--- config.mk ---
export PLATFORM = sky130hd
export DESIGN_NAME = pcm_client_port
export DESIGN_NICKNAME = d
export VERILOG_FILES = /design/src/rtl/pcm_pkg.sv /design/src/rtl/pcm_client_port.sv
export SDC_FILE = /design/constraint.sdc
export NUM_CORES = 1
export LEC_CHECK = 0
export BUFFER_PORTS_ARGS = -buffer_cell sky130_fd_sc_hd__buf_4
export CAP_MARGIN = 20
export CORE_AREA = 2 2 457 459
export DETAILED_ROUTE_END_ITERATION = 12
export DIE_AREA = 0 0 459 461
export PLACE_DENSITY = 0.36
export SLEW_MARGIN = 0
export SYNTH_ARGS = -nofsm -noshare
export SYNTH_HDL_FRONTEND = slang
export SYNTH_SLANG_ARGS = --single-unit
export TNS_END_PERCENT = 100
--- constraint.sdc ---
create_clock -name core_clk -period 2.95 [get_ports core_clk]
set_input_delay 0.1475 -clock core_clk [delete_from_list [all_inputs] [get_ports core_clk]]
set_output_delay 0.1475 -clock core_clk [all_outputs]
set_load 0.01 [all_outputs]
--- src/rtl/pcm_pkg.sv ---
// constants and types for the mii client port
package pcm_pkg;

    // lane variants
    localparam int LANES_TWO  = 2;
    localparam int LANES_FOUR = 4;
    localparam int BYTES_PER_LANE = 8;

    // valid cycles a marker strobe is held
    localparam int MARKER_LEN_TWO  = 2;
    localparam int MARKER_LEN_FOUR = 5;

    // marker spacing in valid cycles
    localparam int SPACING_TWO      = 32766;
    localparam int SPACING_FOUR     = 81915;
    localparam int SPACING_SIM_TWO  = 510;
    localparam int SPACING_SIM_FOUR = 315;

    // mii control characters and the sfd data byte
    localparam logic [7:0] CHAR_START = 8'hfb;
    localparam logic [7:0] CHAR_TERM  = 8'hfd;
    localparam logic [7:0] CHAR_IDLE  = 8'h07;
    localparam logic [7:0] CHAR_ERROR = 8'hfe;
    localparam logic [7:0] CHAR_SFD   = 8'hd5;

    // reset values
    localparam logic [16:0] COUNT_RESET = 17'h00000;

    // status gathered for the user side, fault bits sticky
    typedef struct packed {
        logic clocks_ok;
        logic tx_marker_fault;
        logic tx_spacing_fault;
        logic tx_code_fault;
        logic rx_code_fault;
    } pcm_status_type;

    localparam pcm_status_type STATUS_RESET = '0;

    // a control byte must be one of the four control characters
    function automatic logic ctrl_legal(input logic [7:0] b);
        ctrl_legal = (b == CHAR_START) || (b == CHAR_TERM) ||
                     (b == CHAR_IDLE)  || (b == CHAR_ERROR);
    endfunction

endpackage

--- src/rtl/pcm_client_port.sv ---
// mii client port: tx sink, marker pacing check, rx source
//
// What this block does
// tx word is 128 or 256 bits
// byte 7:0 and bit 0 leave first
// client freezes words while stalled plus one
// one control bit qualifies each byte lane
// fb fd 07 fe are control, rest data
// tx_pcs_ready high when tx pcs accepts
// client valid follows ready by fixed 1-10
// marker strobe held 5 or 2 valid cycles
// marker spacing 81915 or 32766 valid cycles
// simulation spacing 315 or 510 expected
// rx word 128 or 256, byte 0 first
// rx words invalid when not valid or marker
// rx valid qualifies data, control and marker
// rx_marker_seen flags received alignment marker
// client signals synchronous to one clock
// environment supplies reference clock
// clocks unreliable until every lock is high
// capture tx only when valid, no strobe
`timescale 1ns/10ps
module pcm_client_port #(
    parameter int LANES    = pcm_pkg::LANES_FOUR,
    parameter bit SIM_MODE = 1'b0,
    parameter int MARKER_SPACING =
        (LANES == pcm_pkg::LANES_FOUR) ?
        (SIM_MODE ? pcm_pkg::SPACING_SIM_FOUR
                  : pcm_pkg::SPACING_FOUR) :
        (SIM_MODE ? pcm_pkg::SPACING_SIM_TWO
                  : pcm_pkg::SPACING_TWO),
    parameter int DW = LANES * 64,
    parameter int CW = LANES * pcm_pkg::BYTES_PER_LANE,
    parameter int LW = LANES / 2
) (
    // every port below except pll_locked, which is synchronised, runs on core_clk
    input  wire logic                   core_clk,
    input  wire logic                   rst,
    input  wire logic [LW-1:0]          pll_locked,
    input  wire logic                   tx_link_ready,
    input  wire logic [DW-1:0]          tx_word_data,
    input  wire logic [CW-1:0]          tx_word_ctrl,
    input  wire logic                   tx_word_valid,
    input  wire logic                   tx_marker_strobe,
    output logic                        tx_pcs_ready,
    output logic [DW-1:0]               tx_link_data,
    output logic [CW-1:0]               tx_link_ctrl,
    output logic                        tx_link_valid,
    output logic                        tx_marker_insert,
    input  wire logic [DW-1:0]          rx_link_data,
    input  wire logic [CW-1:0]          rx_link_ctrl,
    input  wire logic                   rx_link_valid,
    input  wire logic                   rx_link_marker,
    output logic [DW-1:0]               rx_word_data,
    output logic [CW-1:0]               rx_word_ctrl,
    output logic                        rx_word_valid,
    output logic                        rx_marker_seen,
    output logic                        rx_word_good,
    output pcm_pkg::pcm_status_type     status
);

    ////////////////////////////////////////////////////////////////
    // elaboration checks

    localparam int MARKER_LEN = (LANES == pcm_pkg::LANES_FOUR) ?
        pcm_pkg::MARKER_LEN_FOUR : pcm_pkg::MARKER_LEN_TWO;

    // only the two and four lane widths
    if (LANES != pcm_pkg::LANES_TWO &&
        LANES != pcm_pkg::LANES_FOUR) begin : g_bad_lanes
        $error("lanes must be 2 or 4");
    end
    if (DW != LANES * 64 || CW != DW / 8) begin : g_bad_width
        $error("word widths do not match lanes");
    end
    if (MARKER_SPACING < 1 ||
        MARKER_SPACING > 131071) begin : g_bad_spacing
        $error("marker spacing out of counter range");
    end

    localparam logic [16:0] SPACING_C = 17'(MARKER_SPACING);
    localparam logic [2:0]  LEN_C     = 3'(MARKER_LEN);

    ////////////////////////////////////////////////////////////////
    // pll lock synchroniser

    logic [LW-1:0] lock_s1_q;
    logic [LW-1:0] lock_s2_q;
    logic [LW-1:0] lock_s3_q;
    logic [LW-1:0] lock_q;
    logic [LW-1:0] lock_d;
    logic          clocks_ok;

    // a change is taken once the second and third stages agree
    assign lock_d = (lock_s2_q == lock_s3_q) ? lock_s3_q : lock_q;
    // usable only when every lock is high
    assign clocks_ok = &lock_q;

    always_ff @(posedge core_clk) begin
        if (rst) begin
            lock_s1_q <= '0;
            lock_s2_q <= '0;
            lock_s3_q <= '0;
            lock_q    <= '0;
        end else begin
            lock_s1_q <= pll_locked;
            lock_s2_q <= lock_s1_q;
            lock_s3_q <= lock_s2_q;
            lock_q    <= lock_d;
        end
    end

    ////////////////////////////////////////////////////////////////
    // tx ready and capture

    logic tx_pcs_ready_d;
    logic tx_take;

    // ready only while clocks are trusted and the pcs can take
    assign tx_pcs_ready_d = clocks_ok & tx_link_ready;
    // frozen words are not taken
    assign tx_take = tx_word_valid & ~tx_marker_strobe;

    always_ff @(posedge core_clk) begin
        if (rst) begin
            tx_pcs_ready <= 1'b0;
        end else begin
            tx_pcs_ready <= tx_pcs_ready_d;
        end
    end

    // lanes pass in order, byte 7:0 and bit 0 go first
    always_ff @(posedge core_clk) begin
        if (rst) begin
            tx_link_data  <= '0;
            tx_link_ctrl  <= '0;
            tx_link_valid <= 1'b0;
        end else begin
            tx_link_valid <= tx_take;
            if (tx_take) begin
                tx_link_data <= tx_word_data;
                tx_link_ctrl <= tx_word_ctrl;
            end
        end
    end

    ////////////////////////////////////////////////////////////////
    // control byte checks per lane

    logic [CW-1:0] tx_bad_lane;
    logic [CW-1:0] rx_bad_lane;
    logic          rx_take;

    // rx words only count when valid and not a marker
    assign rx_take = rx_link_valid & ~rx_link_marker;

    // bit i of the control word judges byte i
    for (genvar i = 0; i < CW; i++) begin : g_lane
        // control bytes must be start, term, idle or error
        assign tx_bad_lane[i] = tx_take & tx_word_ctrl[i] &
            ~pcm_pkg::ctrl_legal(tx_word_data[8*i +: 8]);
        assign rx_bad_lane[i] = rx_take & rx_link_ctrl[i] &
            ~pcm_pkg::ctrl_legal(rx_link_data[8*i +: 8]);
    end

    ////////////////////////////////////////////////////////////////
    // marker strobe pacing

    logic [2:0]  run_q;
    logic [2:0]  run_d;
    logic [16:0] gap_q;
    logic [16:0] gap_d;
    logic        armed_q;
    logic        armed_d;
    logic        vs;
    logic        vn;
    logic        run_done;
    logic        short_err;
    logic        long_err;
    logic        gap_err;
    logic        insert_d;

    // only valid cycles count
    assign vs = tx_word_valid & tx_marker_strobe;
    assign vn = tx_word_valid & ~tx_marker_strobe;
    assign run_done = (run_q == LEN_C - 3'h1);

    // strobe held for exactly the marker length
    assign insert_d  = vs & run_done;
    assign short_err = vn & (run_q != 3'h0) & (run_q < LEN_C);
    assign long_err  = vs & (run_q == LEN_C);

    // gap since last strobe must match the spacing
    assign gap_err = vs & (run_q == 3'h0) & armed_q &
                     (gap_q != SPACING_C);

    assign run_d = vs ? ((run_q == LEN_C) ? run_q : run_q + 3'h1)
                 : (vn ? 3'h0 : run_q);
    assign gap_d = vs ? pcm_pkg::COUNT_RESET
                 : (vn & armed_q & (gap_q != 17'h1ffff))
                   ? gap_q + 17'h00001 : gap_q;
    assign armed_d = armed_q | insert_d;

    always_ff @(posedge core_clk) begin
        if (rst) begin
            run_q            <= 3'h0;
            gap_q            <= pcm_pkg::COUNT_RESET;
            armed_q          <= 1'b0;
            tx_marker_insert <= 1'b0;
        end else begin
            run_q            <= run_d;
            gap_q            <= gap_d;
            armed_q          <= armed_d;
            tx_marker_insert <= insert_d;
        end
    end

    ////////////////////////////////////////////////////////////////
    // rx source

    // lanes pass in order, byte 7:0 was received first
    // valid, data, control and marker move together
    always_ff @(posedge core_clk) begin
        if (rst) begin
            rx_word_data   <= '0;
            rx_word_ctrl   <= '0;
            rx_word_valid  <= 1'b0;
            rx_marker_seen <= 1'b0;
            rx_word_good   <= 1'b0;
        end else begin
            rx_word_data  <= rx_link_data;
            rx_word_ctrl  <= rx_link_ctrl;
            rx_word_valid <= rx_link_valid;
            // marker flag raised when a marker arrives
            rx_marker_seen <= rx_link_marker;
            // good only when valid and no marker
            rx_word_good   <= rx_take;
        end
    end

    ////////////////////////////////////////////////////////////////
    // status: fault bits sticky until reset, clocks_ok follows the lock

    pcm_pkg::pcm_status_type status_d;

    always_comb begin
        status_d = status;
        status_d.clocks_ok = clocks_ok;
        status_d.tx_marker_fault =
            status.tx_marker_fault | short_err | long_err;
        status_d.tx_spacing_fault =
            status.tx_spacing_fault | gap_err;
        status_d.tx_code_fault =
            status.tx_code_fault | (|tx_bad_lane);
        status_d.rx_code_fault =
            status.rx_code_fault | (|rx_bad_lane);
    end

    always_ff @(posedge core_clk) begin
        if (rst) begin
            status <= pcm_pkg::STATUS_RESET;
        end else begin
            status <= status_d;
        end
    end

endmodule // pcm_client_port

==> impl_results.md <==
* Drt initial violations at 1,377
* Synth top area share at 0.539
* Crit Path Category: reg -> reg
* CP peak stage delay at 0.33 ns
* Distinct cells, synth at 53
* Min-Delay Path Depth at 3
* Dpl cell area at 35,100 µm²
* Worst-Skew Late Latency at 0.71 ns
* Synth area leaders: dfxtp_1, nand2_1, a21oi_1
* Fmax at 390 MHz
* Dominant cell type by area after synthesis: dfxtp_1
* CTS Buf Count at 83
* Largest net degree at the start of global routing at 152
* Seq/Total Area, Yosys at 0.539
* Post-DRT Antenna Nets at 0
* Antenna violations before repair at 52
* Critical Path RT at 3.49 ns
* Final Max Tran Viols at 0
* Final hold viol count at 0
* Crit path launch type: flip-flop
* Grt ovf at 0
* DRT Pass-1 Iters at 7
* Vias in the first global route at 26,400
* Final Wtd Congestion at 0.871
* Worst-margin pin slew at 1.24 ns
* CP max FO at 7
* Peak supply drop at 444 µV
* Die area at 212,000 µm²
* Clock Root Buffer: clkbuf_16
* EDFF count, synth at 0
* Via Count at 26,200
* Final min period at 2.56 ns
* Crit share post-route at 0.869
* Routed length on met3 at 14,100 µm
* Rows at 167
* Die X at 459 µm
* HP Class: in -> reg
* Initial Util at 0.111
* Core area at 206,000 µm²
* Setup TNS Final at 0 ns
* M1 WL at 59,100 µm
* Final instance area at 44,400 µm²
* I/O Buffers at 1,171
* WL met2 at 76,200 µm
* Slew margin rel. at 0.172
* Synth-to-Final Area Change at 94.2%
* Final Net Count at 4,972
* Worst-case reg-to-reg path depth at 13
* Synth Cell Area at 22,900 µm²
* CTS H-tree depth at 3
* Clock sinks at 616
* Most common cell after layout, fill and taps aside: buf_4
* Main synth FF type: dfxtp_1
* Pwr Density at 540 nW/µm²
* Endpoints failing setup at 0
* Total wire length at 157,000 µm
* Syn avg cell area at 8.87 µm²
* Bufs on Longest Clock Path at 3
* Worst path cell trace: and4_1, nand3_1, inv_1, nand4_1, nor2_1, ha_1, nor4bb_1, buf_4, nand4_1, nor2_1, nand4_1, xor2_1, nor2_1
* Share of layout cells above drive strength 1 at 0.310
* Drt drc at 0
* I/O Pins at 1,172
* Gate Count Post-Synth at 2,579
* Clk_skew at 0.0269 ns
* Most frequent cells in the layout: buf_4, dlygate4sd3_1, dfxtp_1
* Max layer used: met5
* Die H at 461 µm
* Global-route wire length before repair at 208,000 µm
* Vias per cell at 3.65
* Fraction of registers with async set/reset at 0
* TritonCTS clock tree: yes
* Slowest CP cell: dfxtp_1
* Worst setup EP type: flip-flop
* Post-DP HPWL at 129,000 µm
* Status: complete, no violations
* RSZ-0062 raised after global routing: no
* Yosys warns at 0
* Mapped Nets at 3,169
* Gr usage total at 0.140
* Leak Pwr at 18.3 nW
* Post-synthesis register bit count at 616
* Clock transition at path regs at 0.06 ns
* Max-cap viol count at 0
* Crit path DAT at 3.11 ns
* Total chip power at 24.0 mW
* WL/cell at 21.8 µm
[sequential cells by signal, indices dropped and copies added, names as in the netlist]
register / count
armed_q: 1
tx_link_data: 256
rx_word_ctrl: 32
status: 5
lock_s1_q: 2
tx_link_valid: 1
lock_s3_q: 2
gap_q: 17
rx_marker_seen: 1
lock_s2_q: 2
tx_pcs_ready: 1
tx_link_ctrl: 32
lock_q: 2
rx_word_good: 1
rx_word_data: 256
rx_word_valid: 1
tx_marker_insert: 1
run_q: 3
[cell type report]
cell class | instances | area (µm²)
timing repair buffer | 1855 | 15700
fill | 22900 | 162000
antenna | 14 | 35.0
clock buffer | 121 | 2430
sequential | 616 | 12300
inverter | 6 | 22.5
multi-input combinational | 1820 | 9980
clock inverter | 31 | 546
tap | 2704 | 3380
[per-layer routing]
layer	GRT usage	up-vias
met5	0	-
met4	0.0601	36
met3	0.0519	240
met2	0.243	1092
met1	0.153	12300
li1	-	12500
[logic make-up (layout without fill, tap and decap cells)]
group / after synthesis / after routing / synth area share
flip-flops: 616 / 616 / 0.539
AO/OA/AOI/OAI: 542 / 542 / 0.129
other: 0 / 14 / 0
adder cells (fa/ha/maj): 5 / 5 / 0.00274
AND/OR/NAND/NOR: 1191 / 1191 / 0.272
multiplexers: 3 / 3 / 0.00131
buffers and inverters: 143 / 2013 / 0.0255
XOR/XNOR: 79 / 79 / 0.0303
[Yosys cell counts, types with 5 or more instances]
cell type / instances
a21oi_1: 442
a22oi_1: 8
a31oi_1: 30
and3_1: 33
and4_1: 32
and4b_1: 21
buf_1: 5
buf_2: 26
clkbuf_1: 104
dfxtp_1: 616
ha_1: 5
inv_1: 6
nand2_1: 598
nand3_1: 8
nand4_1: 47
nand4b_1: 35
nor2_1: 23
nor2b_1: 304
nor4_1: 30
o211ai_1: 21
o21ai_0: 9
o21ai_1: 5
or4_1: 38
xnor2_1: 72
xor2_1: 7
[per-stage QoR]
step	hold WS, ns	std cells	setup slack, ns	util
6_report	0.188	7167	0.386	0.215
5_1_grt	0.122	7156	0.140	0.215
4_1_cts	0.0823	7153	0.352	0.215
3_5_place_dp	0.352	6378	0.205	0.170
3_3_place_gp	0.349	6378	0.228	0.170
2_1_floorplan	0.219	2579	0.754	-
[power breakdown]
part / switching, mW / total, mW / internal (mW)
logic: 1.97 / 3.96 / 1.99
registers: 0.184 / 8.91 / 8.73
clock network: 4.46 / 11.1 / 6.65
[path summary, 6_finish.rpt]
path,slack [ns],to,from
max,0.39,gap_q[13],gap_q[6]
min,0.19,tx_pcs_ready,tx_link_ready
max reg2reg,0.39,gap_q[13],gap_q[6]
min reg2reg,0.44,lock_s2_q[1],lock_s1_q[1]
[worst max-delay path, delay by kind of cell (launching register included)]
kind                       cells  cell delay (ns)
buffers and inverters          2             0.27
and+or+nand+nor                9             1.47
adders and majority gates      1             0.18
DFF                            1             0.33
xor gates and xnor gates       1             0.17
[what timing repair did]
action / in CTS / in global routing
hold endpoints to repair: 590 / 0
setup buffers: 0 / 0
setup endpoints to repair: 0 / 0
resized for setup: 0 / 0
hold buffers: 623 / 0
No activity file was read; power rests on OpenSTA's default activity.
